===== config.mk =====
export PLATFORM = sky130hd
export DESIGN_NAME = dual_adc_ctrl
export DESIGN_NICKNAME = d
export VERILOG_FILES = /design/src/design/adc_pkg.sv /design/src/design/pin_sync.sv /design/src/design/span_word_rx.sv /design/src/design/dual_adc_ctrl.sv
export VERILOG_INCLUDE_DIRS = /design/src /design/src/design
export SDC_FILE = /design/constraint.sdc
export NUM_CORES = 1
export LEC_CHECK = 0
export BUFFER_PORTS_ARGS = -buffer_cell sky130_fd_sc_hd__buf_2
export CORE_ASPECT_RATIO = 0.8
export CORE_MARGIN = 5
export CORE_UTILIZATION = 40
export CTS_CLUSTER_SIZE = 14
export DETAILED_ROUTE_END_ITERATION = 6
export MAX_ROUTING_LAYER = met4
export PLACE_DENSITY = 0.61
export SYNTH_ARGS = -nofsm -noshare
export SYNTH_HDL_FRONTEND = slang
export SYNTH_SLANG_ARGS = --single-unit
export TNS_END_PERCENT = 30

===== constraint.sdc =====
create_clock -name sys_clk -period 10.75 [get_ports sys_clk]
set_input_delay 0.5375 -clock sys_clk [delete_from_list [all_inputs] [get_ports sys_clk]]
set_output_delay 0.5375 -clock sys_clk [all_outputs]
set_load 0.05 [all_outputs]

===== src/design/adc_defines.svh =====
// Constants for the converter control and serial port block
`ifndef ADC_DEFINES_SVH
`define ADC_DEFINES_SVH

// ----------------------------------------------------------------
// Timing
// ----------------------------------------------------------------
`define CLK_PERIOD_NS    4
`define CONV_NS_PER_CH   550
`define INIT_NS          10000000
`define GRST_NS          1000
// Longest time rounds down, least time rounds up
`define CONV_CYC_PER_CH  ((`CONV_NS_PER_CH) / (`CLK_PERIOD_NS))
`define INIT_CYC         (((`INIT_NS) + (`CLK_PERIOD_NS) - 1) / (`CLK_PERIOD_NS))
`define GRST_CYC         (((`GRST_NS) + (`CLK_PERIOD_NS) - 1) / (`CLK_PERIOD_NS))
`define TMR_W            22

// ----------------------------------------------------------------
// Span word and packet layout
// ----------------------------------------------------------------
`define SPAN_W           6
`define SPAN_DEFAULT     6'h3F
`define SPAN_CH1_HI      5
`define SPAN_CH1_LO      3
`define SPAN_CH0_HI      2
`define SPAN_CH0_LO      0
`define SPAN_OFF         3'h0
`define CFG_CNT_W        3
`define CFG_WORD_BITS    3'h6
`define RES_W            16
`define PKT_W            24
`define PKT_PAD          4'h0
`define CH_ID0           1'h0
`define CH_ID1           1'h1

// ----------------------------------------------------------------
// APB register map
// ----------------------------------------------------------------
`define APB_AW           12
`define OFS_STATUS       12'h000
`define OFS_RESULT0      12'h004
`define OFS_RESULT1      12'h008
`define OFS_SPAN         12'h00C
`define ST_BUSY          0
`define ST_WINDOW        1
`define ST_NAP           2
`define ST_PDOWN         3
`define ST_GRST          4
`define ST_INIT          5

`endif


===== src/design/adc_pkg.sv =====
// Types shared by the converter control block
package adc_pkg;

  typedef enum logic [2:0] {
    S_GRST,
    S_INIT,
    S_IDLE,
    S_CONV,
    S_NAP
  } ctrl_state_t;

endpackage


===== src/design/pin_sync.sv =====
// Two-stage synchroniser for pin inputs
`timescale 1ns/10ps
`default_nettype none

module pin_sync #(
  parameter int unsigned W = 1
) (
  input  wire logic         sys_clk,  // System clock
  input  wire logic         rst,      // Async reset, active high
  input  wire logic [W-1:0] pin_in,   // Asynchronous pins
  output logic      [W-1:0] sync_out  // Synchronised levels
);

  logic [W-1:0] meta_r;
  logic [W-1:0] meta_nxt;
  logic [W-1:0] sync_r;
  logic [W-1:0] sync_nxt;

  always_comb begin
    meta_nxt = pin_in;
    sync_nxt = meta_r;
  end

  always_ff @(posedge sys_clk or posedge rst) begin
    if (rst) begin
      meta_r <= '0;
      sync_r <= '0;
    end else begin
      meta_r <= meta_nxt;
      sync_r <= sync_nxt;
    end
  end

  assign sync_out = sync_r;

endmodule

`default_nettype wire


===== src/design/span_word_rx.sv =====
// Assembles configuration bits into whole span words
`timescale 1ns/10ps
`default_nettype none
`include "adc_defines.svh"

module span_word_rx (
  input  wire logic               sys_clk,    // System clock
  input  wire logic               rst,        // Async reset, active high
  input  wire logic               clear,      // Drops any partial word
  input  wire logic               bit_valid,  // One-cycle bit strobe
  input  wire logic               bit_in,     // Config bit
  output logic                    word_valid, // One-cycle word strobe
  output logic [`SPAN_W-1:0]      word        // Completed word
);

  logic [`SPAN_W-1:0]    shift_r;
  logic [`SPAN_W-1:0]    shift_nxt;
  logic [`CFG_CNT_W-1:0] cnt_r;
  logic [`CFG_CNT_W-1:0] cnt_nxt;
  logic                  done_r;
  logic                  done_nxt;

  always_comb begin
    shift_nxt = shift_r;
    cnt_nxt   = cnt_r;
    done_nxt  = 1'b0;
    if (clear) begin
      cnt_nxt = '0;
    end else if (bit_valid) begin
      shift_nxt = {shift_r[`SPAN_W-2:0], bit_in};
      if (cnt_r == `CFG_WORD_BITS - 3'h1) begin
        cnt_nxt  = '0;
        done_nxt = 1'b1;
      end else begin
        cnt_nxt = cnt_r + 3'h1;
      end
    end
  end

  always_ff @(posedge sys_clk or posedge rst) begin
    if (rst) begin
      shift_r <= '0;
      cnt_r   <= '0;
      done_r  <= 1'b0;
    end else begin
      shift_r <= shift_nxt;
      cnt_r   <= cnt_nxt;
      done_r  <= done_nxt;
    end
  end

  assign word_valid = done_r;
  assign word       = shift_r;

endmodule

`default_nettype wire


===== src/design/dual_adc_ctrl.sv =====
// Conversion sequencing and CMOS serial port of a two-channel converter
//
// The register offsets and register access over APB were decided locally.
`timescale 1ns/10ps
`default_nettype none
`include "adc_defines.svh"

module dual_adc_ctrl #(
  parameter int unsigned INIT_CYCLES = `INIT_CYC,
  parameter int unsigned GRST_CYCLES = `GRST_CYC
) (
  input  wire logic               sys_clk,           // System clock, 250 MHz
  input  wire logic               rst,               // Power-on reset, active high
  input  wire logic               convert_strobe,    // Convert pin
  input  wire logic               power_down_pin,    // Power-down pin
  input  wire logic               serial_clock_in,   // Host serial clock
  input  wire logic               config_data_in,    // Span config data
  input  wire logic               chip_select_n,     // Port select, active low
  output logic                    busy,              // Conversion in progress
  output logic                    serial_clock_echo, // Echoed clock, half rate
  output logic                    result_lane_zero,  // Data lane zero
  output logic                    result_lane_one,   // Data lane one
  output logic                    serial_out_oe,     // Enable for the three outputs
  input  wire logic               psel,              // APB select
  input  wire logic               penable,           // APB enable
  input  wire logic               pwrite,            // APB direction
  input  wire logic [`APB_AW-1:0] paddr,             // APB byte address
  input  wire logic [31:0]        pwdata,            // APB write data
  output logic      [31:0]        prdata,            // APB read data
  output logic                    pready,            // APB ready
  output logic                    pslverr            // APB error
);

  // ----------------------------------------------------------------
  // Helpers
  // ----------------------------------------------------------------
  function automatic logic [`PKT_W-1:0] make_packet(
    input logic [`RES_W-1:0] res,
    input logic              ch_id,
    input logic [2:0]        code
  );
    make_packet = {res, `PKT_PAD, ch_id, code};
  endfunction

  function automatic logic [`TMR_W-1:0] conv_cycles(input logic [`SPAN_W-1:0] span);
    logic [1:0] n;
    n = {1'b0, span[`SPAN_CH0_HI:`SPAN_CH0_LO] != `SPAN_OFF}
      + {1'b0, span[`SPAN_CH1_HI:`SPAN_CH1_LO] != `SPAN_OFF};
    if (n == 2'h0) begin
      n = 2'h1;
    end
    conv_cycles = `TMR_W'(`CONV_CYC_PER_CH) * `TMR_W'(n);
  endfunction

  // ----------------------------------------------------------------
  // Pin synchronisers
  // ----------------------------------------------------------------
  logic [4:0] pins_s;
  logic       cnv_s;
  logic       pd_s;
  logic       sck_s;
  logic       sdi_s;
  logic       csn_s;

  pin_sync #(
    .W (5)
  ) u_pin_sync (
    .sys_clk  (sys_clk),
    .rst      (rst),
    .pin_in   ({convert_strobe, power_down_pin, serial_clock_in,
                config_data_in, chip_select_n}),
    .sync_out (pins_s)
  );

  assign {cnv_s, pd_s, sck_s, sdi_s, csn_s} = pins_s;

  // ----------------------------------------------------------------
  // State
  // ----------------------------------------------------------------
  adc_pkg::ctrl_state_t   state_r, state_nxt;
  logic [`TMR_W-1:0]      tmr_r, tmr_nxt;
  logic                   cnv_d_r, cnv_d_nxt;
  logic                   pd_d_r, pd_d_nxt;
  logic                   sck_d_r, sck_d_nxt;
  logic                   busy_r, busy_nxt;
  logic                   win_r, win_nxt;
  logic                   pd_armed_r, pd_armed_nxt;
  logic [`SPAN_W-1:0]     span_r, span_nxt;
  logic [`SPAN_W-1:0]     cap_span_r, cap_span_nxt;
  logic [`RES_W-1:0]      res0_r, res0_nxt;
  logic [`RES_W-1:0]      res1_r, res1_nxt;
  logic [`RES_W-1:0]      cap0_r, cap0_nxt;
  logic [`RES_W-1:0]      cap1_r, cap1_nxt;
  logic [2*`PKT_W-1:0]    lane0_r, lane0_nxt;
  logic [2*`PKT_W-1:0]    lane1_r, lane1_nxt;
  logic                   echo_r, echo_nxt;
  logic                   oe_r, oe_nxt;
  logic [31:0]            prdata_r, prdata_nxt;
  logic                   pready_r, pready_nxt;
  logic                   pslverr_r, pslverr_nxt;

  logic                   cnv_rise;
  logic                   pd_rise;
  logic                   sck_rise;
  logic                   start_ok;
  logic                   word_valid;
  logic [`SPAN_W-1:0]     word;
  logic [`PKT_W-1:0]      pkt0;
  logic [`PKT_W-1:0]      pkt1;

  assign cnv_rise = cnv_s & ~cnv_d_r;
  assign pd_rise  = pd_s & ~pd_d_r;
  assign sck_rise = sck_s & ~sck_d_r;
  // Requests while powered down are dropped, not queued
  assign start_ok = cnv_rise & ~pd_s;

  assign pkt0 = make_packet(cap0_r, `CH_ID0, cap_span_r[`SPAN_CH0_HI:`SPAN_CH0_LO]);
  assign pkt1 = make_packet(cap1_r, `CH_ID1, cap_span_r[`SPAN_CH1_HI:`SPAN_CH1_LO]);

  // ----------------------------------------------------------------
  // Span word receiver
  // ----------------------------------------------------------------
  span_word_rx u_span_rx (
    .sys_clk    (sys_clk),
    .rst        (rst),
    .clear      (~win_r),
    .bit_valid  (sck_rise & ~csn_s & win_r),
    .bit_in     (sdi_s),
    .word_valid (word_valid),
    .word       (word)
  );

  // ----------------------------------------------------------------
  // Conversion control and serial port
  // ----------------------------------------------------------------
  always_comb begin
    state_nxt    = state_r;
    tmr_nxt      = tmr_r;
    cnv_d_nxt    = cnv_s;
    pd_d_nxt     = pd_s;
    sck_d_nxt    = sck_s;
    busy_nxt     = busy_r;
    win_nxt      = win_r;
    pd_armed_nxt = pd_armed_r;
    span_nxt     = span_r;
    cap_span_nxt = cap_span_r;
    cap0_nxt     = cap0_r;
    cap1_nxt     = cap1_r;
    lane0_nxt    = lane0_r;
    lane1_nxt    = lane1_r;
    echo_nxt     = echo_r;
    oe_nxt       = ~csn_s;

    if (word_valid && word != '0) begin
      span_nxt = word;
    end

    if (sck_rise && !csn_s) begin
      lane0_nxt = {lane0_r[2*`PKT_W-2:0], lane0_r[2*`PKT_W-1]};
      lane1_nxt = {lane1_r[2*`PKT_W-2:0], lane1_r[2*`PKT_W-1]};
      echo_nxt  = ~echo_r;
    end

    case (state_r)
      adc_pkg::S_GRST: begin
        if (tmr_r == '0) begin
          state_nxt = adc_pkg::S_INIT;
          tmr_nxt   = `TMR_W'(INIT_CYCLES - 1);
        end else begin
          tmr_nxt = tmr_r - `TMR_W'(1);
        end
      end
      adc_pkg::S_INIT, adc_pkg::S_IDLE: begin
        if (start_ok) begin
          state_nxt    = adc_pkg::S_CONV;
          tmr_nxt      = conv_cycles(span_r) - `TMR_W'(1);
          busy_nxt     = 1'b1;
          win_nxt      = 1'b0;
          pd_armed_nxt = 1'b0;
          cap_span_nxt = span_r;
          cap0_nxt     = res0_r;
          cap1_nxt     = res1_r;
        end else if (state_r == adc_pkg::S_INIT) begin
          if (tmr_r == '0) begin
            state_nxt = adc_pkg::S_IDLE;
            win_nxt   = 1'b1;
          end else begin
            tmr_nxt = tmr_r - `TMR_W'(1);
          end
        end
      end
      adc_pkg::S_CONV: begin
        // Power-down does not cut a running conversion short
        if (tmr_r == '0) begin
          busy_nxt  = 1'b0;
          win_nxt   = 1'b1;
          echo_nxt  = 1'b0;
          lane0_nxt = {pkt0, pkt1};
          lane1_nxt = {pkt1, pkt0};
          state_nxt = cnv_s ? adc_pkg::S_NAP : adc_pkg::S_IDLE;
        end else begin
          tmr_nxt = tmr_r - `TMR_W'(1);
        end
      end
      adc_pkg::S_NAP: begin
        // Strobe low leaves nap; the next rise starts from idle
        if (!cnv_s) begin
          state_nxt = adc_pkg::S_IDLE;
        end
      end
      default: begin
        state_nxt = adc_pkg::S_IDLE;
      end
    endcase

    // Global reset overrides everything, including a running conversion
    if (pd_rise) begin
      if (pd_armed_r) begin
        state_nxt    = adc_pkg::S_GRST;
        tmr_nxt      = `TMR_W'(GRST_CYCLES - 1);
        busy_nxt     = 1'b0;
        win_nxt      = 1'b0;
        pd_armed_nxt = 1'b0;
        span_nxt     = `SPAN_DEFAULT;
        lane0_nxt    = '0;
        lane1_nxt    = '0;
        echo_nxt     = 1'b0;
      end else begin
        pd_armed_nxt = 1'b1;
      end
    end
  end

  always_ff @(posedge sys_clk or posedge rst) begin
    if (rst) begin
      state_r    <= adc_pkg::S_INIT;
      tmr_r      <= `TMR_W'(INIT_CYCLES - 1);
      cnv_d_r    <= 1'b0;
      pd_d_r     <= 1'b0;
      sck_d_r    <= 1'b0;
      busy_r     <= 1'b0;
      win_r      <= 1'b0;
      pd_armed_r <= 1'b0;
      span_r     <= `SPAN_DEFAULT;
      cap_span_r <= `SPAN_DEFAULT;
      cap0_r     <= '0;
      cap1_r     <= '0;
      lane0_r    <= '0;
      lane1_r    <= '0;
      echo_r     <= 1'b0;
      oe_r       <= 1'b0;
    end else begin
      state_r    <= state_nxt;
      tmr_r      <= tmr_nxt;
      cnv_d_r    <= cnv_d_nxt;
      pd_d_r     <= pd_d_nxt;
      sck_d_r    <= sck_d_nxt;
      busy_r     <= busy_nxt;
      win_r      <= win_nxt;
      pd_armed_r <= pd_armed_nxt;
      span_r     <= span_nxt;
      cap_span_r <= cap_span_nxt;
      cap0_r     <= cap0_nxt;
      cap1_r     <= cap1_nxt;
      lane0_r    <= lane0_nxt;
      lane1_r    <= lane1_nxt;
      echo_r     <= echo_nxt;
      oe_r       <= oe_nxt;
    end
  end

  // ----------------------------------------------------------------
  // APB slave
  // ----------------------------------------------------------------
  // Ready comes one cycle into the access phase; writes land on the edge that ends the ready cycle
  always_comb begin
    res0_nxt    = res0_r;
    res1_nxt    = res1_r;
    prdata_nxt  = prdata_r;
    pslverr_nxt = 1'b0;
    pready_nxt  = psel & penable & ~pready_r;
    if (psel && penable && !pready_r) begin
      prdata_nxt = 32'h0000_0000;
      if (paddr == `OFS_STATUS) begin
        prdata_nxt[`ST_BUSY]   = busy_r;
        prdata_nxt[`ST_WINDOW] = win_r;
        prdata_nxt[`ST_NAP]    = state_r == adc_pkg::S_NAP;
        prdata_nxt[`ST_PDOWN]  = pd_s;
        prdata_nxt[`ST_GRST]   = state_r == adc_pkg::S_GRST;
        prdata_nxt[`ST_INIT]   = state_r == adc_pkg::S_INIT;
      end else if (paddr == `OFS_RESULT0) begin
        prdata_nxt[`RES_W-1:0] = res0_r;
      end else if (paddr == `OFS_RESULT1) begin
        prdata_nxt[`RES_W-1:0] = res1_r;
      end else if (paddr == `OFS_SPAN) begin
        prdata_nxt[`SPAN_W-1:0] = span_r;
      end else begin
        pslverr_nxt = 1'b1;
      end
    end
    if (psel && penable && pready_r && pwrite) begin
      if (paddr == `OFS_RESULT0) begin
        res0_nxt = pwdata[`RES_W-1:0];
      end else if (paddr == `OFS_RESULT1) begin
        res1_nxt = pwdata[`RES_W-1:0];
      end
    end
  end

  always_ff @(posedge sys_clk or posedge rst) begin
    if (rst) begin
      res0_r    <= '0;
      res1_r    <= '0;
      prdata_r  <= 32'h0000_0000;
      pready_r  <= 1'b0;
      pslverr_r <= 1'b0;
    end else begin
      res0_r    <= res0_nxt;
      res1_r    <= res1_nxt;
      prdata_r  <= prdata_nxt;
      pready_r  <= pready_nxt;
      pslverr_r <= pslverr_nxt;
    end
  end

  // ----------------------------------------------------------------
  // Outputs
  // ----------------------------------------------------------------
  assign busy              = busy_r;
  assign serial_clock_echo = echo_r;
  assign result_lane_zero  = lane0_r[2*`PKT_W-1];
  assign result_lane_one   = lane1_r[2*`PKT_W-1];
  assign serial_out_oe     = oe_r;
  assign prdata            = prdata_r;
  assign pready            = pready_r;
  assign pslverr           = pslverr_r;

endmodule

`default_nettype wire


==> After elaboration in Yosys (flattened, before gate mapping) <==
Cells that the tools add are included.
{ "word_totals": {"reg_bits": 243, "in_bits": 54, "output_inout_bits": 39} }
{ "classes": {"reduce_logical": 23, "addsub": 4, "mul": 1, "bitwise": 16, "muxes": 70, "eq_ne": 9} }
{ "op_table": {"columns": ["operator", "count"], "rows": [
  ["$mux W48", 10],
  ["$mux W22", 6],
  ["$pmux W22 S3", 1],
  ["$mux W3", 12],
  ["$mux W6", 6],
  ["$mux W1", 26],
  ["$eq A12 B4 Y1 const B", 2],
  ["$logic_not A22 Y1", 1],
  ["$sub A22 B1 Y22 const B", 1],
  ["$mux W10", 2],
  ["$mux W16", 1],
  ["$eq A12 B3 Y1 const B", 1],
  ["$logic_not A12 Y1", 1],
  ["$pmux W3 S4", 1],
  ["$sub A10 B1 Y11 const B", 1],
  ["$mul A8 B2 Y10 const A", 1],
  ["$and A1 B1 Y1", 8],
  ["$not A1 Y1", 8],
  ["$reduce_and A2 Y1", 4],
  ["$eq A3 B2 Y1 const B", 2],
  ["$eq A3 B3 Y1 const B", 2],
  ["$logic_and A1 B1 Y1", 6],
  ["$mux W2", 3],
  ["$reduce_bool A3 Y1", 2],
  ["other kinds (12)", 15]
]} }

==> Depth between registers and ports, before layout <==
Gate-level depths: netlist of the first run.
{ "logic_depth": {"word_depth": 12, "depth_mapped": 10, "ltp_nobuf": 10} }

==> By module <==
From an unflattened synthesis of the first run, not the netlist that was laid out.
{ "hier_totals": {"cells_unflattened": 1055, "area_unflattened_um2": 11533.6} }
{ "by_module_without_submodules": {"columns": ["mod", "cells_per_inst", "area_per_inst_um2", "instances"], "rows": [
  ["dual_adc_ctrl", 1015, 10846.7, 1],
  ["span_word_rx", 29, 432.9, 1],
  ["pin_sync", 11, 254.0, 1]
]} }

==> Worst setup path before layout of the first run <==
OpenSTA, ideal clock, no wires.
{ "synth_timing": {"path_type": "input to register", "from": "in paddr[5]", "to": "reg res1_r[10]", "n_path_buf": 1, "stages": 5, "arrival_ps": 2221, "path_slack_ps": 8405, "t_required_ps": 10625, "path_cell_list": "nor4_1 -> nand3_1 -> nor4b_2 -> buf_2 -> mux2_2"} }
{ "synth_via": {"elab_chain_len": 3, "word_cells_on_any_way": 4} }
{ "synth_rtl": {"columns": ["item", "line", "rtl"], "rows": [
  ["start, declared", "dual_adc_ctrl.sv:27", "input wire logic [`APB_AW-1:0] paddr,"],
  ["$eq A12 B3 Y1 (no line)", null, null],
  ["$not A1 Y1 (no line)", null, null],
  ["$reduce_and A3 Y1 (no line) (*)", null, null],
  ["end signal, assigned", "dual_adc_ctrl.sv:319", "res1_r <= res1_nxt;"],
  ["end, declared", "dual_adc_ctrl.sv:91", "logic [`RES_W-1:0] res1_r, res1_nxt;"]
]} }
Mark *: on every way between the ends. The rest lies on a longest branch, timed or not.
A chain may end at the register's enable or synchronous reset.

==> Final worst setup path of the first run <==
{ "layout_timing": {"from": "reg tmr_r[11]", "to": "reg lane1_r[37]"} }
{ "layout_via": {"elab_chain_len": 5} }
{ "layout_rtl": {"columns": ["item", "line", "rtl"], "rows": [
  ["start, declared", "dual_adc_ctrl.sv:81", "logic [`TMR_W-1:0] tmr_r, tmr_nxt;"],
  ["start signal, assigned", "dual_adc_ctrl.sv:237", "tmr_r <= `TMR_W'(INIT_CYCLES - 1);"],
  ["start signal, assigned", "dual_adc_ctrl.sv:254", "tmr_r <= tmr_nxt;"],
  ["$logic_not A22 Y1 (*)", "dual_adc_ctrl.sv:194", "if (tmr_r == '0) begin"],
  ["$mux W48 (*)", "dual_adc_ctrl.sv:194", null],
  ["$mux W48 (*)", "dual_adc_ctrl.sv:164", "case (state_r)"],
  ["$mux W48", "dual_adc_ctrl.sv:218", "if (pd_armed_r) begin"],
  ["$mux W48 (*)", "dual_adc_ctrl.sv:217", "if (pd_rise) begin"],
  ["via lane1_nxt[37]", "dual_adc_ctrl.sv:95", "logic [2*`PKT_W-1:0] lane1_r, lane1_nxt;"],
  ["end signal, assigned", "dual_adc_ctrl.sv:266", "lane1_r <= lane1_nxt;"],
  ["end, declared", "dual_adc_ctrl.sv:95", null]
]} }
The timed path passes the listed nets; every way through them passes the cells marked *.

==> impl_results.md, run 1 <==
* Post-layout instance area at approximately 0.013 mm2
* Total length of routed wires at roughly 27 mm
* Crit path from: tmr_r[11]$_DFF_PP0_
* Remaining antenna violation count after routing at 0
* Setup Fix Bufs, Post-CTS at 0
* Worst r2r dst: lane1_r[37]$_DFF_PP0_
* Buffer cell driving the clock tree root: clkbuf_16
* RSZ-0062 raised after global routing: no
* Die area at 0.0322 mm2
* Number of gates resized after cts at 0
* Max_slew headroom at 0.183
* Setup Viol. Count Final at 0
* Yosys Warn Count at 0
* Sum of net half-perimeters after detailed placement at between 15 and 20 mm
* Antenna diode count at 0
* Period utilization at 0.313
* Vertical die dimension at 162 um
* Pre-CTS setup slack at ~7500 ps
* Net switching share of the total power at 0.312
* Area of the mapped netlist at roughly 0.011 mm2
* Post-synth ARST share at 1.00
* Part of the Yosys area used for sequential elements at 0.532
* Endpoints failing hold at 0
* Final standard cell utilization of the core at 0.454
* Largest net degree at the start of global routing at 170
* Number of max-slew violations in the final report at 0
* Total number of placement rows at 55
* Final TNS setup at 0 ps
* Number of filler instances in the final layout at 2668
* Fraction of final layout cells sized beyond drive strength 1 at 0.201
* Later-pin clock latency in the skew report at around 540 ps
* Syn Area/Cell at a little over 10 um2
* TritonCTS Buffers at 26
* First-pass detailed-route iteration total at 5
* Critical path launch point type: register
* Critical path peak fanout at 64
* Hold bufs inserted after CTS at 0
* Status: finished, final reports clean
* Sink count of the clock tree at ~240
* Layout Area Growth over Synthesis at 11.8%
* Post-synthesis cell type count at between 60 and 70
* Worst setup endpoint: lane1_r[37]$_DFF_PP0_
* Net switching power figure at 0.768 mW
* Period minus WS final at 3360 ps
* Worst slack on hold paths at 89.3 ps
* Top cell types by occurrence after synthesis: dfrtp_1, nand2_1, a21oi_1, mux2i_1, o21ai_0
* Wire length of the first global-routing pass at between 40 and 50 mm
* Power density over the cells at 192 mW/mm2
* Path class of the lowest-slack min-delay path: input pin to async pin
* Max-capacitance violation count at 0
* GRT Overall Usage at 0.171
* Register Area at between 0.006 and 0.007 mm2
* Required time worst endpoint at 11100 ps
* Number of design rule violations left after detail routing at 0
* Number of buffers on the longest clock path at 3
* Post-layout net count at approximately 1200
* Worst-margin pin slew at between 1000 and 1500 ps
* Worst path setup slack after routing at 7390 ps
* Relative contribution of combinational cells to total power at 0.187
* Wire per inst at ~17 um
* Cell area reported after detailed placement at 0.0120 mm2
* Number of placed I/O pins at 93
* Final estimated routing congestion in global placement at approximately 0.91
* CP arrival at 3710 ps
* Max frequency at a little under 300 MHz
* Leak at roughly 5.9 nW
* Area of the multi-input gates at just under 0.005 mm2
* Share of the synthesized area in the top cell type at 0.475
* Tot Pwr at 2.46 mW
* Commonest register cell after synthesis: dfrtp_1
* Cells taking the most area after synthesis: dfrtp_1, mux2i_1, nand2_1
* Clock network fraction of design power at 0.368
* Element type at the critical path end: register
* Yosys reg bits at 243
* Share of total power in sequential cells at 0.445
* Count leader, synth: dfrtp_1
* Internal power at between 1.5 and 2 mW
* Initial antenna violation count at 0
* Cells after DPL at approximately 1500
* Count of non-filler cells in the finished layout at 1537
* Leading area contributor after synthesis: dfrtp_1
* Minimum setup slack among reg-to-reg paths at 7390 ps
* EDFF count, synth at 0
* Iteration-0 DRC count of the detailed router at 705
* Number of standard cells after synthesis at 1127
* Grt ovf at 0
* Horizontal die dimension at 199 um
* Start of the worst register-to-register path: tmr_r[11]$_DFF_PP0_
* Quantity of I/O buffers inserted on ports at 60
* Clk_skew at approximately 34 ps
* Routed vias at approximately 8300
* Via density per instance at 5.42
* Path type of the worst setup path: register to register
* Effective utilization at floorplan at 0.406
* R2R depth at 8
* Clock transition at the register clock pins on the worst setup and hold paths after CTS at 60 ps
* TritonCTS clock tree: yes
* Worst supply voltage drop on vdd at 0.000132 V
* Via count of the first global-routing pass at around 8200
* H-Tree Level Count at 1
* Floorplan Core Area at around 0.028 mm2
## critical path, cell delays in order, from the launching register on
cell,delay [ps]
dfrtp_1,450
nor4_4,440
nand3_1,350
nor2_2,220
inv_2,160
or3_4,630
buf_4,490
o21ai_0,340
a21oi_1,80
## cell usage in the layout, fill, tap and decap left out, drive strengths merged, types with 4 or more instances in the layout
master and count:
xor2 6, or2 4, and3 4, nand3 16, a31oi 7, nor2 39
a2111oi 4, nand4 5, inv 15, o31ai 6, o21ai 94, a21oi 124
buf 71, a21o 5, clkbuf 38, nor3 20, nand2 205, or3 7
o22ai 6, dfstp 25, nand2b 4, mux2 41, a221oi 11, ha 4
mux2i 80, nor4 15, xnor2 7, clkinv 7, a22oi 16, dfrtp 218
o211ai 4, conb 16, nor2b 6
## logic make-up after synthesis
family                   synth area share
AO/OA/AOI/OAI                       0.161
XOR/XNOR                          0.00991
adder cells (fa/ha/maj)           0.00436
buffers and inverters              0.0457
flip-flops                          0.532
multiplexers                        0.110
other                            0.000326
AND/OR/NAND/NOR                     0.136
## per-layer routing
layer  GRT usage  share of wire
met4      0.0361          0.018
met1       0.274           0.52
met2       0.227           0.41
met5           -              0
met3      0.0271          0.051
## worst min path at each step
stage               depth (start not counted)  slack [ps]                            from                          endpoint
global placement                            0         330  u_pin_sync.meta_r[3]$_DFF_PP0_  u_pin_sync.sync_out[3]$_DFF_PP0_
CTS                                         1          80                  config_data_in    u_pin_sync.meta_r[1]$_DFF_PP0_
detailed placement                          0         340  u_pin_sync.meta_r[4]$_DFF_PP0_  u_pin_sync.sync_out[4]$_DFF_PP0_
global route                                1          80                  power_down_pin    u_pin_sync.meta_r[3]$_DFF_PP0_
floorplan                                   0         330  u_pin_sync.meta_r[0]$_DFF_PP0_  u_pin_sync.sync_out[0]$_DFF_PP0_
finish                                      2          90                             rst  u_pin_sync.sync_out[0]$_DFF_PP0_
## final cells by class
type                    count  share of cell area
repair buffers             71              0.0308
well taps                 370              0.0360
inverters                  15             0.00497
clock buffers              38              0.0588
flip-flops and latches    243               0.476
clock inverters            10             0.00974
multi-input cells         790               0.384
## flip-flops by register name, summed over array words and instances (netlist names), 3 cells and up
signal,cells
u_span_rx.cnt_r,3
cap0_r,16
cap1_r,16
span_r,6
res0_r,16
tmr_r,22
u_pin_sync.meta_r,5
cap_span_r,6
lane0_r,48
lane1_r,48
state_r,3
res1_r,16
u_span_rx.word,6
prdata,16
u_pin_sync.sync_out,5
## power groups by stage
stage	logic [mW]	clock network [mW]	registers (mW)
after floorplan	0.368	0	1.07
after global placement	0.446	0	1.10
after detailed placement	0.454	0	1.11
after CTS	0.456	0.926	1.09
after global routing	0.511	0.971	1.10
final	0.461	0.906	1.09
Note: power is estimated with default switching activity, not from simulation.
==> run 2: changes to the inputs <==
==> constraint.sdc (replaced) <==
create_clock -name sys_clk -period 3.25 [get_ports sys_clk]
set_input_delay 0.1625 -clock sys_clk [delete_from_list [all_inputs] [get_ports sys_clk]]
set_output_delay 0.1625 -clock sys_clk [all_outputs]
set_load 0.05 [all_outputs]
==> run 2 against run 1 <==
Non-clock buffer count grew 43. Register-to-register slack worse by 7100 ps. Critical path type unchanged. Clock power rose to 3.3 times the previous value. Clock skew is 8.9 ps lower. Worst setup slack lost 7100 ps. First-iteration DRC count grew 13%.
==> impl_results.md, run 2 (synthesized netlist as in run 1, its figures left out) <==
* Max frequency at 344 MHz
* Minimum setup slack among reg-to-reg paths at 340 ps
* Setup Fix Bufs, Post-CTS at 0
* Worst hold endpoint: prdata[4]$_DFFE_PP0P_
* TritonCTS Buffers at 26
* Power density over the cells at 619 mW/mm2
* Post-layout net count at between 1000 and 1500
* RSZ-0062 raised after global routing: no
* Worst r2r dst: tmr_r[11]$_DFF_PP0_
* Top library cells by usage in the layout, fill and taps aside: dfrtp_1, nand2_1, a21oi_1, mux2i_1, o21ai_0
* Wire per inst at 17.5 um
* Tot Pwr at roughly 8.2 mW
* Number of buffers on the longest clock path at 3
* Number of design rule violations left after detail routing at 0
* Via count of the first global-routing pass at 8173
* Pre-CTS setup slack at around 430 ps
* Setup Viol. Count Final at 0
* Total number of placement rows at 55
* Kind of cell with the highest combined delay on the critical path: simple AND/OR/NAND/NOR gates
* Critical path peak fanout at 5
* Buffer cell driving the clock tree root: clkbuf_16
* Initial antenna violation count at 0
* Crit path cell chain: or3_1 > o31ai_1 > inv_1 > ha_1 > nor4b_1 > a21oi_1 > and3_1 > a221oi_1 > nor2_1
* Number of placed I/O pins at between 90 and 100
* Max-capacitance violation count at 0
* Worst-margin pin slew at just over 900 ps
* Worst path setup slack after routing at around 340 ps
* Hold Crit Depth at 4
* Element type at the critical path end: register
* Remaining antenna violation count after routing at 0
* Period utilization at 0.895
* Via density per instance at ~5.3
* Final estimated routing congestion in global placement at approximately 0.9
* Start of the worst register-to-register path: span_r[3]$_DFF_PP1_
* Leak at 6.07 nW
* Number of filler instances in the final layout at 2630
* Count of non-filler cells in the finished layout at 1579
* Largest regs: lane0_r (48), lane1_r (48), tmr_r (22)
* Layout Area Growth over Synthesis at 15.6%
* Endpoints failing hold at 0
* Clk_skew at around 26 ps
* TritonCTS clock tree: yes
* Die area at 0.0322 mm2
* Hold Crit Start: paddr[3]
* Vertical die dimension at about 160 um
* Buffers and inverters on the worst path at 1
* GRT Overall Usage at 0.174
* Grt ovf at 0
* Total length of routed wires at 27.6 mm
* Effective utilization at floorplan at 0.406
* Routed vias at 8444
* Cells after DPL at 1507
* Max_slew headroom at 0.384
* Largest net degree at the start of global routing at 120
* Horizontal die dimension at 199 um
* Wire length of the first global-routing pass at approximately 45 mm
* Antenna diode count at 0
* Sum of net half-perimeters after detailed placement at 18.1 mm
* Hold bufs inserted after CTS at 25
* Path type of the worst setup path: register to register
* Sink count of the clock tree at 243
* Worst supply voltage drop on vdd at roughly 0.00042 V
* Leading cell type in the layout, fill and taps excluded: dfrtp_1
* Quantity of I/O buffers inserted on ports at 60
* CP arrival at 3300 ps
* Period minus WS final at just under 3000 ps
* Fraction of final layout cells sized beyond drive strength 1 at 0.208
* H-Tree Level Count at 1
* Number of max-slew violations in the final report at 0
* R2R depth at 9
* Status: finished, final reports clean
* Final standard cell utilization of the core at 0.470
* Critical path's slowest cell: nor4b_1
* Later-pin clock latency in the skew report at about 530 ps
* Floorplan Core Area at 0.0283 mm2
* Clock transition at the register clock pins on the worst setup and hold paths after CTS at 60 ps
* Iteration-0 DRC count of the detailed router at ~800
* Largest stage delay, worst path at roughly 610 ps
* Number of gates resized after cts at 0
* Required time worst endpoint at 3640 ps
* First-pass detailed-route iteration total at 5
* Path class of the lowest-slack min-delay path: input pin to register
* Critical path launch point type: register
==> run 2: cell types whose count changed in the layout (fill, tap and decap cells not counted), sizes merged <==
cell,change
clkbuf,-2
clkinvlp,+1
buf,+18
inv,-1
clkinv,+1
dlygate4sd3,+25
==> run 2: worst max path at each step <==
stage                           to                start  depth (start not counted)  slack (ps)
3_5_place_dp   tmr_r[11]$_DFF_PP0_  span_r[3]$_DFF_PP1_                          9         430
2_1_floorplan       busy$_DFF_PP0_                  rst                          1         -80
4_1_cts        tmr_r[11]$_DFF_PP0_  span_r[3]$_DFF_PP1_                          9         380
5_1_grt        tmr_r[11]$_DFF_PP0_  span_r[3]$_DFF_PP1_                          9         160
3_3_place_gp   tmr_r[19]$_DFF_PP0_  span_r[3]$_DFF_PP1_                          9         480
6_report       tmr_r[11]$_DFF_PP0_  span_r[3]$_DFF_PP1_                          9         340
==> run 2: worst register-to-register path, stage by stage, from the launching register on <==
cell and delay (ps):
dfstp_2 390, or3_1 360, o31ai_1 160, inv_1 160
ha_1 300, nor4b_1 610, a21oi_1 200, and3_1 260
a221oi_1 280, nor2_1 60
==> run 2: stage by stage <==
step           TNS, ps  hold slack, ps  instance area [um2]
2_1_floorplan   -17850             194                11500
3_3_place_gp         0             197                12200
3_5_place_dp         0             197                12200
4_1_cts              0            76.9                13300
5_1_grt              0             143                13300
6_report             0             105                13300
==> run 2: layout make-up <==
type | instances | area [um2] | share of cell area
Sequential cell | 243 | 6110 | 0.460
Multi-Input combinational cell | 790 | 4930 | 0.371
Timing Repair Buffer | 114 | 856 | 0.0644
Clock buffer | 36 | 749 | 0.0564
Tap cell | 370 | 463 | 0.0349
Clock inverter | 11 | 115 | 0.00867
Inverter | 15 | 60.1 | 0.00452
==> run 2: per-layer routing <==
| layer | track usage | share of wire | vias up |
|---|---|---|---|
| li1 | - | - | 4087 |
| met1 | 0.287 | 0.53 | 4107 |
| met2 | 0.227 | 0.41 | 214 |
| met3 | 0.0192 | 0.045 | 36 |
| met4 | 0.0352 | 0.015 | 0 |
| met5 | - | 0 | - |
==> run 2: where the power goes <==
part / total, mW / internal [mW] / switching (mW) / leakage, nW
combinational: 1.63 / 0.594 / 1.03 / 2.38
sequential: 3.63 / 3.30 / 0.328 / 3.26
clock: 2.96 / 1.77 / 1.19 / 0.428
==> run 3: changes to the inputs <==
--- a/config.mk
+++ b/config.mk
@@ -9,11 +9,12 @@
 export BUFFER_PORTS_ARGS = -buffer_cell sky130_fd_sc_hd__buf_2
 export CORE_ASPECT_RATIO = 0.8
 export CORE_MARGIN = 5
-export CORE_UTILIZATION = 40
+export CORE_UTILIZATION = 35
 export CTS_CLUSTER_SIZE = 14
 export DETAILED_ROUTE_END_ITERATION = 6
 export MAX_ROUTING_LAYER = met4
-export PLACE_DENSITY = 0.61
+export PLACE_DENSITY = 0.55
+export SETUP_SLACK_MARGIN = 0.02
 export SYNTH_ARGS = -nofsm -noshare
 export SYNTH_HDL_FRONTEND = slang
 export SYNTH_SLANG_ARGS = --single-unit
==> run 3 against run 2 <==
Total power is 2.4% higher. Highest routed layer unchanged. Worst setup slack worse by 20 ps. Flip-flop and latch count stayed put. Non-clock buffer count rose by 7. Critical endpoint is now tmr_r[19]$_DFF_PP0_. Routed wire length increased by 3.4%. Sequential power about the same. Clock power rose by 6.8%.
==> impl_results.md, run 3 (synthesized netlist as in run 1, its figures left out) <==
* Leading cell type in the layout, fill and taps excluded: dfrtp_1
* Pre-CTS setup slack at 426 ps
* Path type of the worst setup path: register to register
* Quantity of I/O buffers inserted on ports at 60
* Die area at 0.0366 mm2
* Layout Area Growth over Synthesis at 17.0%
* Antenna diode count at 0
* Status: finished, final reports clean
* Largest net degree at the start of global routing at 133
* Largest regs: lane0_r (48), lane1_r (48), tmr_r (22)
* Max-capacitance violation count at 0
* Setup Fix Bufs, Post-CTS at 0
* Element type at the critical path end: register
* Initial antenna violation count at 0
* Sum of net half-perimeters after detailed placement at 19.0 mm
* RSZ-0062 raised after global routing: no
* Remaining antenna violation count after routing at 0
* Wire per inst at 17.3 um
* Number of max-slew violations in the final report at 0
* Clock transition at the register clock pins on the worst setup and hold paths after CTS at 60 ps
* Met3 Resource Use GR at 0.0196
* Worst path setup slack after routing at roughly 320 ps
* Top library cells by usage in the layout, fill and taps aside: dfrtp_1, nand2_1, a21oi_1, mux2i_1, o21ai_0
* Vertical die dimension at 172 um
* Hold Crit Depth at 4
* TritonCTS clock tree: yes
* Hold bufs inserted after CTS at 25
* Max frequency at 341 MHz
* Effective utilization at floorplan at 0.354
* Number of design rule violations left after detail routing at 0
* Via count of the first global-routing pass at 8262
* Worst supply voltage drop on vdd at 0.000385 V
* Critical path peak fanout at 5
* Max_slew headroom at 0.411
* CP arrival at 3330 ps
* Grt ovf at 0
* Worst slack on hold paths at 138 ps
* Tot Pwr at 8.42 mW
* Later-pin clock latency in the skew report at ~540 ps
* Wire length of the first global-routing pass at 46.6 mm
* Power density over the cells at between 600 and 700 mW/mm2
* Setup Viol. Count Final at 0
* Routed vias at 8484
* R2R depth at 8
* Via density per instance at roughly 5
* Worst-margin pin slew at 880 ps
* Period minus WS final at 2930 ps
* Sink count of the clock tree at between 200 and 250
* Iteration-0 DRC count of the detailed router at 754
* Fraction of final layout cells sized beyond drive strength 1 at 0.213
* Endpoints failing hold at 0
* Count of non-filler cells in the finished layout at ~1600
* Required time worst endpoint at 3650 ps
* Horizontal die dimension at between 200 and 250 um
* Total number of placement rows at 59
* First-pass detailed-route iteration total at 5
* TritonCTS Buffers at 27
* Number of placed I/O pins at 93
* H-Tree Level Count at 1
* Period utilization at 0.901
* Buffer cell driving the clock tree root: clkbuf_16
* Met1 track utilization from global routing at 0.260
* Number of gates resized after cts at 0
* Cells after DPL at about 1600
* Met2 GRT Util at 0.210
* Critical path launch point type: register
* Number of buffers on the longest clock path at 3
* Final estimated routing congestion in global placement at 0.863
* Post-layout net count at 1256
* Floorplan Core Area at 0.0325 mm2
* Leak at 6.11 nW
* Final standard cell utilization of the core at 0.414
* Clk_skew at about 22 ps
* Final TNS setup at 0 ps
* Post-layout instance area at between 0.01 and 0.015 mm2
* GRT Overall Usage at 0.159
* Path class of the lowest-slack min-delay path: input pin to register
* Total length of routed wires at 28.5 mm
* Highest-utilization routing layer at the global route stage: met1
* Cell area reported after detailed placement at ~0.012 mm2
run 3: metal layers:
metal,share of wire,up-vias
met5,0,-
met4,0.013,0
met3,0.042,26
met2,0.41,208
met1,0.54,4150
li1,-,4100
run 3: path summary, 6_finish.rpt:
check,from,slack [ps],end
min in group asynchronous,rst,280,u_pin_sync.sync_out[0]$_DFF_PP0_
worst max-delay path,span_r[0]$_DFF_PP1_,320,tmr_r[19]$_DFF_PP0_
worst min register to register,u_pin_sync.meta_r[3]$_DFF_PP0_,350,u_pin_sync.sync_out[3]$_DFF_PP0_
max in group asynchronous,rst,1840,u_span_rx.cnt_r[0]$_DFFE_PP0P_
worst min-delay path,psel,140,prdata[2]$_DFFE_PP0P_
worst max register to register,span_r[0]$_DFF_PP1_,320,tmr_r[19]$_DFF_PP0_
run 3: layout make-up:
type / instances / area, um2
Inverter: 15 / 60.1
Multi-Input combinational cell: 790 / 4930
Clock inverter: 8 / 121
Tap cell: 427 / 534
Fill cell: 3204 / 19000
Sequential cell: 243 / 6110
Clock buffer: 42 / 812
Timing Repair Buffer: 121 / 871
run 3: where the power goes:
part / internal [mW] / switching (mW) / total (mW)
registers: 3.30 / 0.316 / 3.62
logic: 0.601 / 1.03 / 1.63
clock network: 1.95 / 1.21 / 3.16
run 3: critical path, cell delays in order, from the launching register on:
cell and delay (ps):
dfstp_2 380, o31ai_1 560, inv_1 160, ha_1 300
nor4b_1 580, a21oi_1 210, and3_1 270, a221oi_1 270
nor2_1 70
